==> config.mk <==
export PLATFORM = sky130hd
export DESIGN_NAME = line_ctrl_regs
export DESIGN_NICKNAME = d
export VERILOG_FILES = /design/src/common/line_ctrl_pkg.sv /design/src/common/reg_xfer_if.sv /design/src/rtl/line_ctrl_regs.sv /design/src/rtl/apb_slave_port.sv /design/src/rtl/input_glitch_filter.sv
export SDC_FILE = /design/constraint.sdc
export NUM_CORES = 1
export LEC_CHECK = 0
export BUFFER_PORTS_ARGS = -buffer_cell sky130_fd_sc_hd__buf_2
export CAP_MARGIN = 20
export CORE_MARGIN = 3
export CORE_UTILIZATION = 58
export CTS_CLUSTER_SIZE = 20
export DETAILED_ROUTE_END_ITERATION = 7
export PLACE_DENSITY = 0.9
export SLEW_MARGIN = 10
export SYNTH_ARGS = -nofsm -noshare
export SYNTH_HDL_FRONTEND = slang
export SYNTH_SLANG_ARGS = --single-unit
==> constraint.sdc <==
create_clock -name clk_i -period 2.8 [get_ports clk_i]
set_clock_uncertainty 0.15 [all_clocks]
set_input_delay 0.14 -clock clk_i [delete_from_list [all_inputs] [get_ports clk_i]]
set_output_delay 0.14 -clock clk_i [all_outputs]
set_load 0.03 [all_outputs]
==> src/common/line_ctrl_pkg.sv <==
// Shared constants for the 32-line I/O line controller register block
package line_ctrl_pkg;

	// ----------------------------------------
	// Widths
	// ----------------------------------------
	localparam int LINES = 32;
	localparam int ADDR_W = 8;
	localparam int DATA_W = 32;

	// ----------------------------------------
	// Register byte offsets
	// ----------------------------------------
	localparam logic [ADDR_W-1:0] OFF_OWN_GRANT = 8'h00;
	localparam logic [ADDR_W-1:0] OFF_OWN_REVOKE = 8'h04;
	localparam logic [ADDR_W-1:0] OFF_OWN_STATUS = 8'h08;
	localparam logic [ADDR_W-1:0] OFF_OE_SET = 8'h10;
	localparam logic [ADDR_W-1:0] OFF_OE_CLEAR = 8'h14;
	localparam logic [ADDR_W-1:0] OFF_OE_STATUS = 8'h18;
	localparam logic [ADDR_W-1:0] OFF_FILT_SET = 8'h20;
	localparam logic [ADDR_W-1:0] OFF_FILT_CLEAR = 8'h24;
	localparam logic [ADDR_W-1:0] OFF_FILT_STATUS = 8'h28;

	// ----------------------------------------
	// Values after reset
	// ----------------------------------------
	localparam logic [LINES-1:0] OWN_RESET_A = 32'h3dffffff;
	localparam logic [LINES-1:0] OWN_RESET_B = 32'h00ffffc0;
	localparam logic [LINES-1:0] OE_RESET = 32'h00000000;
	localparam logic [LINES-1:0] FILT_RESET = 32'h00000000;
	localparam logic [DATA_W-1:0] RDATA_RESET = 32'h00000000;

	// ----------------------------------------
	// Cycle counts
	// ----------------------------------------
	localparam int FILT_CYC = 2; // Cycles a level must hold to pass the filter

endpackage : line_ctrl_pkg

==> src/common/reg_xfer_if.sv <==
// Decoded register transfer between the bus port and the register core
`timescale 1ns/100ps
interface reg_xfer_if;
	import line_ctrl_pkg::*;

	logic [ADDR_W-1:0] addr;
	logic [DATA_W-1:0] wdata;
	logic wr_en;
	logic [DATA_W-1:0] rdata;
	logic hit;

	modport port (output addr, output wdata, output wr_en, input rdata, input hit);
	modport core (input addr, input wdata, input wr_en, output rdata, output hit);

endinterface : reg_xfer_if

==> src/rtl/line_ctrl_regs.sv <==
// Line ownership, output-enable and glitch-filter registers of the I/O line controller
//
// Decided for this implementation: the APB register port.
`timescale 1ns/100ps
module line_ctrl_regs
	import line_ctrl_pkg::*;
#(
	parameter logic [LINES-1:0] OWN_RESET = OWN_RESET_A,
	parameter int FILT_HOLD = FILT_CYC
)(
	input wire logic clk_i,
	input wire logic nrst_i,
	input wire logic psel_i,
	input wire logic penable_i,
	input wire logic pwrite_i,
	input wire logic [ADDR_W-1:0] paddr_i,
	input wire logic [DATA_W-1:0] pwdata_i,
	output logic [DATA_W-1:0] prdata_o,
	output logic pready_o,
	output logic pslverr_o,
	input wire logic [LINES-1:0] pin_in_i,
	input wire logic [LINES-1:0] line_data_i,
	input wire logic [LINES-1:0] per_out_i,
	input wire logic [LINES-1:0] per_oe_i,
	output logic [LINES-1:0] pin_out_o,
	output logic [LINES-1:0] pin_oe_o,
	output logic [LINES-1:0] per_in_o,
	output logic [LINES-1:0] line_in_o
);

	// ----------------------------------------
	// Storage
	// ----------------------------------------
	logic [LINES-1:0] own_r;
	logic [LINES-1:0] own_nxt;
	logic [LINES-1:0] oe_r;
	logic [LINES-1:0] oe_nxt;
	logic [LINES-1:0] filt_r;
	logic [LINES-1:0] filt_nxt;
	logic [LINES-1:0] level_w;

	reg_xfer_if rif ();

	// ----------------------------------------
	// Bus port
	// ----------------------------------------
	apb_slave_port u_port (
		.clk_i(clk_i),
		.nrst_i(nrst_i),
		.psel_i(psel_i),
		.penable_i(penable_i),
		.pwrite_i(pwrite_i),
		.paddr_i(paddr_i),
		.pwdata_i(pwdata_i),
		.prdata_o(prdata_o),
		.pready_o(pready_o),
		.pslverr_o(pslverr_o),
		.rif(rif)
	);

	// ----------------------------------------
	// Address decode
	// ----------------------------------------
	// Write-only offsets are mapped so writes land; they read as zero
	function automatic logic at(input logic [ADDR_W-1:0] a, input logic [ADDR_W-1:0] off);
		at = (a == off);
	endfunction : at

	wire sel_grant = at(rif.addr, OFF_OWN_GRANT);
	wire sel_revoke = at(rif.addr, OFF_OWN_REVOKE);
	wire sel_own_st = at(rif.addr, OFF_OWN_STATUS);
	wire sel_oe_set = at(rif.addr, OFF_OE_SET);
	wire sel_oe_clr = at(rif.addr, OFF_OE_CLEAR);
	wire sel_oe_st = at(rif.addr, OFF_OE_STATUS);
	wire sel_f_set = at(rif.addr, OFF_FILT_SET);
	wire sel_f_clr = at(rif.addr, OFF_FILT_CLEAR);
	wire sel_f_st = at(rif.addr, OFF_FILT_STATUS);

	assign rif.hit = sel_grant | sel_revoke | sel_own_st | sel_oe_set | sel_oe_clr
		| sel_oe_st | sel_f_set | sel_f_clr | sel_f_st;

	// Full-word status reads, bit n is line n
	assign rif.rdata = ({DATA_W{sel_own_st}} & own_r)
		| ({DATA_W{sel_oe_st}} & oe_r)
		| ({DATA_W{sel_f_st}} & filt_r);

	// ----------------------------------------
	// Set/clear write masks
	// ----------------------------------------
	// Set and clear sit at different offsets, so they never meet in one cycle
	function automatic logic [LINES-1:0] set_clr(input logic [LINES-1:0] cur, input logic do_set,
		input logic do_clr, input logic [LINES-1:0] mask);
		set_clr = do_set ? (cur | mask) : (do_clr ? (cur & ~mask) : cur);
	endfunction : set_clr

	wire wr_grant = rif.wr_en & sel_grant;
	wire wr_revoke = rif.wr_en & sel_revoke;
	wire wr_oe_set = rif.wr_en & sel_oe_set;
	wire wr_oe_clr = rif.wr_en & sel_oe_clr;
	wire wr_f_set = rif.wr_en & sel_f_set;
	wire wr_f_clr = rif.wr_en & sel_f_clr;

	assign own_nxt = set_clr(own_r, wr_grant, wr_revoke, rif.wdata);
	assign oe_nxt = set_clr(oe_r, wr_oe_set, wr_oe_clr, rif.wdata);
	assign filt_nxt = set_clr(filt_r, wr_f_set, wr_f_clr, rif.wdata);

	// ----------------------------------------
	// Control registers
	// ----------------------------------------
	// Enables are stored whoever owns the line, ready for when it returns
	always_ff @(posedge clk_i) begin
		if (!nrst_i) begin
			own_r <= OWN_RESET;
			oe_r <= OE_RESET;
			filt_r <= FILT_RESET;
		end else begin
			own_r <= own_nxt;
			oe_r <= oe_nxt;
			filt_r <= filt_nxt;
		end
	end

	// ----------------------------------------
	// Input path
	// ----------------------------------------
	// Filtering sits before the ownership split, so it serves both owners
	input_glitch_filter #(
		.WIDTH(LINES),
		.HOLD(FILT_HOLD)
	) u_filter (
		.clk_i(clk_i),
		.nrst_i(nrst_i),
		.pin_i(pin_in_i),
		.filt_en_i(filt_r),
		.level_o(level_w)
	);

	// ----------------------------------------
	// Pin muxing
	// ----------------------------------------
	wire [LINES-1:0] oe_sel_w = (own_r & oe_r) | (~own_r & per_oe_i);
	wire [LINES-1:0] out_sel_w = (own_r & line_data_i) | (~own_r & per_out_i);
	wire [LINES-1:0] per_in_w = level_w & ~own_r;

	// One flop stage on every pin-facing output keeps them glitch free
	always_ff @(posedge clk_i) begin
		if (!nrst_i) begin
			pin_oe_o <= '0;
			pin_out_o <= '0;
			per_in_o <= '0;
			line_in_o <= '0;
		end else begin
			pin_oe_o <= oe_sel_w;
			pin_out_o <= out_sel_w;
			per_in_o <= per_in_w;
			line_in_o <= level_w;
		end
	end

	logic rst_seen_r;
	always_ff @(posedge clk_i) begin
		rst_seen_r <= !nrst_i;
	end

	// ----------------------------------------
	// Bus answer checks
	// ----------------------------------------
	// Helper terms shared by the checks below
	wire first_acc_w = psel_i & penable_i & ~pready_o;
	wire wo_sel_w = sel_grant | sel_revoke | sel_oe_set | sel_oe_clr | sel_f_set | sel_f_clr;
	wire st_sel_w = sel_own_st | sel_oe_st | sel_f_st;
endmodule : line_ctrl_regs

==> src/rtl/apb_slave_port.sv <==
// APB slave with one wait state, feeding the register core
`timescale 1ns/100ps
module apb_slave_port
	import line_ctrl_pkg::*;
(
	input wire logic clk_i,
	input wire logic nrst_i,
	input wire logic psel_i,
	input wire logic penable_i,
	input wire logic pwrite_i,
	input wire logic [ADDR_W-1:0] paddr_i,
	input wire logic [DATA_W-1:0] pwdata_i,
	output logic [DATA_W-1:0] prdata_o,
	output logic pready_o,
	output logic pslverr_o,
	reg_xfer_if.port rif
);

	// ----------------------------------------
	// Decode
	// ----------------------------------------
	// First access cycle inserts a wait; the second completes the transfer
	wire access_w = psel_i & penable_i;
	wire first_w = access_w & ~pready_o;
	wire done_w = access_w & pready_o;

	assign rif.addr = paddr_i;
	assign rif.wdata = pwdata_i;
	assign rif.wr_en = done_w & pwrite_i & rif.hit; // Commits on the sampled-ready edge

	// ----------------------------------------
	// Answer registers
	// ----------------------------------------
	// Read data is captured in the wait cycle so outputs come from flops
	always_ff @(posedge clk_i) begin
		if (!nrst_i) begin
			pready_o <= 1'b0;
			prdata_o <= RDATA_RESET;
			pslverr_o <= 1'b0;
		end else begin
			pready_o <= first_w;
			prdata_o <= (first_w && !pwrite_i) ? rif.rdata : RDATA_RESET;
			pslverr_o <= first_w & ~rif.hit;
		end
	end

endmodule : apb_slave_port

==> src/rtl/input_glitch_filter.sv <==
// Per-line input synchroniser with selectable glitch filter
`timescale 1ns/100ps
module input_glitch_filter
	import line_ctrl_pkg::*;
#(
	parameter int WIDTH = LINES,
	parameter int HOLD = FILT_CYC
)(
	input wire logic clk_i,
	input wire logic nrst_i,
	input wire logic [WIDTH-1:0] pin_i,
	input wire logic [WIDTH-1:0] filt_en_i,
	output logic [WIDTH-1:0] level_o
);

	localparam int CW = $clog2(HOLD + 1);
	localparam logic [CW-1:0] HOLD_LAST = CW'(HOLD - 1);

	logic [WIDTH-1:0] meta_r;
	logic [WIDTH-1:0] sync_r;
	logic [WIDTH-1:0] stable_r;
	logic [CW-1:0] cnt_r [WIDTH];

	// ----------------------------------------
	// Synchroniser
	// ----------------------------------------
	// Pins are asynchronous; only sync_r reads meta_r
	always_ff @(posedge clk_i) begin
		if (!nrst_i) begin
			meta_r <= '0;
			sync_r <= '0;
		end else begin
			meta_r <= pin_i;
			sync_r <= meta_r;
		end
	end

	// ----------------------------------------
	// Stability counters
	// ----------------------------------------
	// A new level is accepted only after holding HOLD cycles
	always_ff @(posedge clk_i) begin
		for (int i = 0; i < WIDTH; i++) begin
			if (!nrst_i || sync_r[i] == stable_r[i]) begin
				cnt_r[i] <= '0;
			end else if (cnt_r[i] == HOLD_LAST) begin
				cnt_r[i] <= '0;
			end else begin
				cnt_r[i] <= cnt_r[i] + 1'b1;
			end
		end
	end

	always_ff @(posedge clk_i) begin
		for (int i = 0; i < WIDTH; i++) begin
			if (!nrst_i) begin
				stable_r[i] <= 1'b0;
			end else if (sync_r[i] != stable_r[i] && cnt_r[i] == HOLD_LAST) begin
				stable_r[i] <= sync_r[i];
			end
		end
	end

	// Unfiltered lines bypass the counter and keep their short latency
	assign level_o = (filt_en_i & stable_r) | (~filt_en_i & sync_r);

endmodule : input_glitch_filter

==> results of run 1 <==
-- how the worst max path moves through the flow --
stage,start,endpoint,slack (ns),cells past startpoint
2_1_floorplan,u_port.pready_o,flop,0.90,6
3_3_place_gp,paddr_i[5],flop,0.77,6
3_5_place_dp,paddr_i[0],flop,0.71,6
4_1_cts,paddr_i[7],flop,0.70,7
5_1_grt,paddr_i[7],flop,0.59,7
6_report,paddr_i[7],flop,0.63,7
-- metrics by stage --
stage	hold WS, ns	cell area [um^2]	utilization	setup slack, ns
detailed placement	0.199	17600	0.687	0.713
floorplan	0.100	15600	-	0.903
CTS	0.182	20700	0.808	0.704
global route	0.203	20700	0.808	0.590
finish	0.202	20700	0.808	0.627
global placement	0.196	17600	0.687	0.771
-- layout make-up --
cell class,count,area (um^2),share of cell area
Sequential cell,418,9010,0.435
Multi-Input combinational cell,975,6190,0.299
Tap cell,330,413,0.0199
Clock buffer,56,1250,0.0604
Antenna cell,3,7.51,0.000363
Clock inverter,21,158,0.00762
Inverter,35,136,0.00659
Timing Repair Buffer,520,3540,0.171
-- worst reg2reg max path, cell delays in order (launching register included) --
cell           delay (ns)
dfxtp_1              0.32
nand4b_1             0.20
dlygate4sd3_1        0.62
a31oi_1              0.17
dlygate4sd3_1        0.58
-- cells by family after synthesis --
family	share of synthesized area
XOR/XNOR	0.0182
AO/OA/AOI/OAI	0.0927
multiplexers	0.107
flip-flops	0.585
other	0.000244
buffers and inverters	0.0294
AND/OR/NAND/NOR	0.141
adder cells (fa/ha/maj)	0.0260
-- where the power goes --
group          switching, mW  internal [mW]  total (mW)
clock network           2.37           3.34        5.71
registers             0.0660           6.23        6.29
logic                  0.497          0.421       0.919
total                   2.93           9.98        12.9
-- routing by layer --
layer,GRT usage,share of wire
met5,0,0
met1,0.359,0.35
met4,0.194,0.059
met2,0.590,0.51
met3,0.0626,0.076
-- timing repair --
item,in CTS,in global routing
gates resized for setup,0,0
hold buffers,168,0
hold endpoints to repair,194,0
-- synthesized netlist by cell type (4+ instances only) --
| library cell | n | area, um^2 |
|---|---|---|
| a21o_1 | 32 | 240 |
| a21oi_1 | 96 | 480 |
| a22oi_1 | 33 | 248 |
| a31o_1 | 28 | 245 |
| a31o_2 | 4 | 35.0 |
| and2_1 | 64 | 400 |
| and3_1 | 30 | 188 |
| buf_2 | 14 | 70.1 |
| clkbuf_1 | 61 | 229 |
| dfxtp_1 | 354 | 7090 |
| edfxtp_1 | 64 | 1920 |
| ha_1 | 32 | 400 |
| inv_1 | 35 | 131 |
| mux2_2 | 32 | 360 |
| mux2i_1 | 128 | 1280 |
| nand2_1 | 64 | 240 |
| nor2_1 | 229 | 860 |
| nor3_1 | 32 | 160 |
| o21ai_0 | 29 | 145 |
| or3_1 | 32 | 200 |
| xnor2_1 | 32 | 280 |
==> results.cfg, run 1 <==
[cells_and_area]
final_cells = 2358
final_common_cell = dfxtp_1
fill_cells = 1333
nNetsFinal = 2197
area_growth_syn_to_layout_pct = 34.5
final_layout_size_suffix_gt1_frac = 0.231
layout.cells.most_common_list = 354 x dfxtp_1, 333 x buf_2, 226 x nor2_1

[floorplan]
initial_utilization = 0.601
die_h_um = 169
core_um2 = 25600
die_area_um2 = 28500
die_w_um = 169
core.rowCount = 58
io_pins = 335

[clocking]
clockBufferDepth = 3
cts.sinks = 418
insertion_delay_ns = 0.52
clockRootBuffer = clkbuf_16
path_clk_slew_ns = 0.06
htree_levels = 2
post_cts_buffers = 0
cts_tree = built
cts_buffers = 42

[yosys]
ys_async_sr_fraction = 0
ys_ff_latch = 418
synth_edf_count = 64
synth_area_um2 = 15400
synth_ff_type = dfxtp_1
yosys_warnings = 0
synth_cells = 1443
yosysSeqAreaShare = 0.585
ys_types = 34
avgSynthCellArea_um2 = 10.7

[sta]
fin_crit_ns = 2.17
fin_setup_tns_ns = 0
setup_viol = 0
relSlewSlack = 0.331
finalMaxSlewViolations = 0
fmax_mhz = 460
tightest_slew_ns = 1.00
hold_viol_final = 0
rsz0062_at_grt = false
min_period_over_period = 0.776

[setup_path]
cpPeakStageDelay_ns = 0.56
crit_required_ns = 3.12
critPathArrivalTime_ns = 2.49
rr_worst_depth = 4
cp_max_fo = 18
crit_slowest_cell = dlygate4sd3_1
critPathBufInv = 3
rr_startpoint = u_port.pready_o
regToRegSetupSlack_ns = 0.70
end_kind = flop
r2r_end = u_port.pslverr_o
worst-setup-path-type = in -> reg
cp_top_family = simple AND/OR/NAND/NOR gates
cp_cell_sequence = dlygate4sd3_1, buf_2, or3_4, nor4_4, and3_2, buf_12, a21o_1
crit_path_start_kind = input pin

[power]
pwr_density_cell_nw_per_um2 = 624
p_total_mw = 12.9
p_leak_nw = 9.69
ir_drop_mv = 0.599

[routing]
via_per_inst = 5.72
wl_per_cell_um = 20.4
drtIter0Drc = 1115
drc = 0
wirelength_um = 48200
antenna_left = 0
drtPass1Iterations = 8
num_vias = 13500

[global_routing]
grt_pass1_wl_um = 74800
grt_pass1_vias = 14300
grt_use_total = 0.328
grt_max_degree = 102
grt_antenna_before_repair = 2
overflow = 0

[hold_path]
whs_path_depth = 3
min_delay_worst_endpoint = u_filter.meta_r[28]
worstHoldStart = pin_in_i[28]
hp-class = in -> reg

[placement]
place.gp.congestion = 0.839
dp.cells = 2110
port_buffers = 334
hpwlAfterDp_um = 25600

[run_status]
outcome = completed

[job]
drv_cap = 0
(Power assumes the default switching activity.)
==> inputs of run 2 (changes only) <==
- CORE_UTILIZATION: 58 -> 54
- PLACE_DENSITY: 0.9 -> 0.85
- clock period: 2.8 -> 2.05 ns (I/O delays scaled with it)
==> run 2 against run 1 <==
Critical path depth unchanged. Via count down 2.1%. Power is 35% higher. Combinational power rose by 36%. Critical path type unchanged. Largest power group unchanged.
==> results.cfg, run 2 (synthesis results as in run 1) <==
[setup_path]
crit_path_start_kind = input pin
end_kind = flop
critPathArrivalTime_ns = 2.28
worst-setup-path-type = in -> reg
crit_required_ns = 2.35
regToRegSetupSlack_ns = 0.17
cp_max_fo = 27

[placement]
place_area_um2 = 17800
dp.cells = 2169
hpwlAfterDp_um = 26600
place.gp.congestion = 0.809
port_buffers = 334

[clocking]
clockRootBuffer = clkbuf_16
cts_tree = built
clockBufferDepth = 3
insertion_delay_ns = 0.53
path_clk_slew_ns = 0.07
cts.sinks = 418
htree_levels = 2
cts_buffers = 42

[cells_and_area]
fill_cells = 1726
nNetsFinal = 2215
area_growth_syn_to_layout_pct = 36.4
seq_area_um2 = 9010
final_layout_size_suffix_gt1_frac = 0.236
multi_input_area_um2 = 6210
final_common_cell = dfxtp_1
layout.cells.most_common_list = 354 x dfxtp_1, 333 x buf_2, 226 x nor2_1
final_cells = 2425
stdcell_area_um2 = 21000

[global_routing]
grt_pass1_wl_um = 72600
grt_max_degree = 104
grt_use_total = 0.296
grt_antenna_before_repair = 6
overflow = 0
grt_pass1_vias = 13900

[floorplan]
core.rowCount = 61
die_h_um = 175
io_pins = 335
core_um2 = 27900
die_area_um2 = 30600
die_w_um = 175
initial_utilization = 0.551

[sta]
hold_viol_final = 0
tightest_slew_ns = 1.01
relSlewSlack = 0.329
fmax_mhz = 504
setup_viol = 0
fin_crit_ns = 1.99
min_period_over_period = 0.968
finalMaxSlewViolations = 0
fin_setup_tns_ns = 0
rsz0062_at_grt = false

[power]
pwr_density_cell_nw_per_um2 = 834
p_leak_nw = 9.80
ir_drop_mv = 0.783

[routing]
via_per_inst = 5.44
wirelength_um = 46500
num_vias = 13200
antenna_left = 0
drtPass1Iterations = 5
drc = 0
wl_per_cell_um = 19.2
drtIter0Drc = 1018

[hold_path]
hp-class = in -> reg

[job]
drv_cap = 0

[run_status]
outcome = completed
[run 2: cell count changes in the layout (fill, tap and decap cells not counted), moves of 3 or more]
cell / change
buf_12: +3
buf_4: +8
clkbuf_1: +5
clkbuf_8: +6
clkinv_1: -5
clkinv_2: -6
diode_2: +3
dlygate4sd3_1: +4
[run 2: timing repair]
item | 4_1_cts | 5_1_grt
hold buffers | 172 | 1
endpoints found under the setup margin | 0 | 13
hold endpoints to repair | 208 | 1
setup buffers | 0 | 2
gates resized for setup | 0 | 5
[run 2: worst max-delay path, stage by stage]
cell           delay [ns]
dlygate4sd3_1        0.54
buf_2                0.14
or4b_2               0.70
nor2_4               0.24
buf_12               0.25
a22oi_1              0.13
nor2_1               0.16
[run 2: area by class of cell]
class / instances / share of cell area
Clock buffer: 67 / 0.0644
Clock inverter: 8 / 0.00244
Tap cell: 378 / 0.0225
Timing Repair Buffer: 538 / 0.179
Antenna cell: 6 / 0.000715
Multi-Input combinational cell: 975 / 0.296
Sequential cell: 418 / 0.429
Inverter: 35 / 0.00650
[run 2: metal layers]
layer  global-route usage  routed length [um]
met1                0.338               16900
met2                0.522               23600
met3               0.0543                3590
met4                0.164                2390
met5                    0                   0
[run 2: power breakdown]
part / total (mW) / switching, mW / internal [mW]
sequential: 8.59 / 0.0851 / 8.51
combinational: 1.25 / 0.664 / 0.587
clock: 7.66 / 3.13 / 4.53
total: 17.5 / 3.88 / 13.6
[run 2: final timing paths]
path                                         start             endpoint  cells past startpoint
worst max-delay path                    paddr_i[0]   u_port.prdata_o[4]                      7
worst min register to register  u_filter.meta_r[4]   u_filter.sync_r[4]                      1
worst min-delay path                    paddr_i[2]  u_port.prdata_o[29]                      5
worst max register to register     u_port.pready_o                 flop                      6
[run 2: metrics by stage]
stage | hold slack [ns] | total power [mW] | setup slack [ns] | utilization
global placement | 0.159 | 9.66 | 0.135 | 0.637
CTS | 0.00134 | 17.5 | 0.0521 | 0.749
finish | 0.0153 | 17.5 | 0.0650 | 0.752
global route | 0.0631 | 18.0 | 0.0164 | 0.752
detailed placement | 0.162 | 9.70 | 0.114 | 0.637
floorplan | 0.0625 | 9.28 | 0.153 | -
==> inputs of run 3 (changes only) <==
- CORE_MARGIN: 3 -> default
==> run 3 against run 2 <==
Sequential power barely moved. Highest routed layer is now met5. Final cell count fell by 0.29%. Design area fell by 0.36%. Die area fell by 4.5%. Largest power group unchanged.
==> results.cfg, run 3 (synthesis results as in run 1) <==
[setup_path]
crit_path_start_kind = input pin
end_kind = flop
worst-setup-path-type = in -> reg
crit_required_ns = 2.32
critPathArrivalTime_ns = 2.25
cp_max_fo = 40

[routing]
drtIter0Drc = 985
antenna_left = 0
wirelength_um = 46500
wl_per_cell_um = 19.2
num_vias = 13200
drtPass1Iterations = 5
drc = 0
via_per_inst = 5.44

[clocking]
clockBufferDepth = 3
htree_levels = 2
insertion_delay_ns = 0.54
path_clk_slew_ns = 0.06
cts.sinks = 418
clockRootBuffer = clkbuf_16
cts_tree = built
cts_buffers = 42

[floorplan]
core.rowCount = 61
core_um2 = 27900
die_h_um = 171
io_pins = 335
die_w_um = 171
initial_utilization = 0.551
die_area_um2 = 29200

[cells_and_area]
nNetsFinal = 2200
area_growth_syn_to_layout_pct = 35.9
final_layout_size_suffix_gt1_frac = 0.232
final_common_cell = dfxtp_1
final_cells = 2418
layout.cells.most_common_list = 354 x dfxtp_1, 333 x buf_2, 226 x nor2_1

[placement]
port_buffers = 334
place.gp.congestion = 0.796
hpwlAfterDp_um = 25100
dp.cells = 2159

[sta]
fmax_mhz = 505
rsz0062_at_grt = false
relSlewSlack = 0.329
fin_crit_ns = 1.98
fin_setup_tns_ns = 0
tightest_slew_ns = 1.00
hold_viol_final = 0
finalMaxSlewViolations = 0
setup_viol = 0
min_period_over_period = 0.966

[global_routing]
grt_pass1_wl_um = 70200
overflow = 0
grt_pass1_vias = 13500
grt_max_degree = 158
grt_antenna_before_repair = 12
grt_use_total = 0.312

[power]
p_total_mw = 17.7
ir_drop_mv = 0.694
p_leak_nw = 9.73
pwr_density_cell_nw_per_um2 = 846

[run_status]
outcome = completed

[job]
drv_cap = 0

[hold_path]
hp-class = in -> reg
==> run 3: cell types whose count changed in the layout (fill, tap and decap cells not counted) <==
cell / delta
buf_4: -10
clkbuf_8: +1
dlygate4sd3_1: -5
diode_2: +6
inv_6: -1
a311oi_1: +1
clkinv_2: -1
a311oi_2: -1
clkinvlp_4: +1
clkbuf_1: +1
bufinv_16: +1
==> run 3: per-stage QoR <==
step	utilization	hold WS [ns]	setup WS (ns)	cell area, um^2
final	0.749	0.0199	0.0696	20900
after global routing	0.749	0.0485	0.0160	20900
after CTS	0.746	0.0336	0.0557	20800
after detailed placement	0.634	0.161	0.0885	17700
after global placement	0.634	0.158	0.152	17700
after floorplan	-	0.0625	0.153	15600
==> run 3: metal layers <==
layer	part of all wire	routed length, um	GRT usage
met1	0.37	17000	0.344
met2	0.50	23000	0.548
met3	0.071	3310	0.0618
met4	0.066	3060	0.200
met5	0.00077	36	0
==> run 3: what timing repair did <==
action,CTS,global route
hold endpoints to repair,194,0
setup buffers,0,1
gates resized for setup,0,3
endpoints found under the setup margin,0,58
hold buffers,167,0
==> run 3: final cells by class <==
| cell class | instances | area [um^2] |
|---|---|---|
| antenna | 12 | 30.0 |
| clock inverter | 8 | 75.1 |
| timing repair buffer | 523 | 3620 |
| sequential | 418 | 9010 |
| multi-input combinational | 975 | 6200 |
| tap | 378 | 473 |
| inverter | 35 | 136 |
| fill | 1750 | 7010 |
| clock buffer | 69 | 1370 |
==> run 3: final timing paths <==
kind	end	cells past startpoint	start	slack (ns)
max	flop	7	paddr_i[6]	0.07
max reg2reg	flop	6	u_port.pready_o	0.18
min reg2reg	u_filter.sync_r[15]	1	u_filter.meta_r[15]	0.29
min	u_filter.stable_r[11]	4	nrst_i	0.02
==> run 3: critical path: stages <==
cell and delay, ns:
dlygate4sd3_1 0.56, buf_2 0.15, or4b_4 0.52, nor3_4 0.33
buf_12 0.25, a21oi_1 0.11, a31o_1 0.20
==> run 3: where the power goes <==
part	leakage, nW	total, mW	internal (mW)	switching (mW)
registers	3.54	8.60	8.51	0.0878
clock network	0.709	7.88	4.70	3.18
logic	5.48	1.23	0.573	0.656
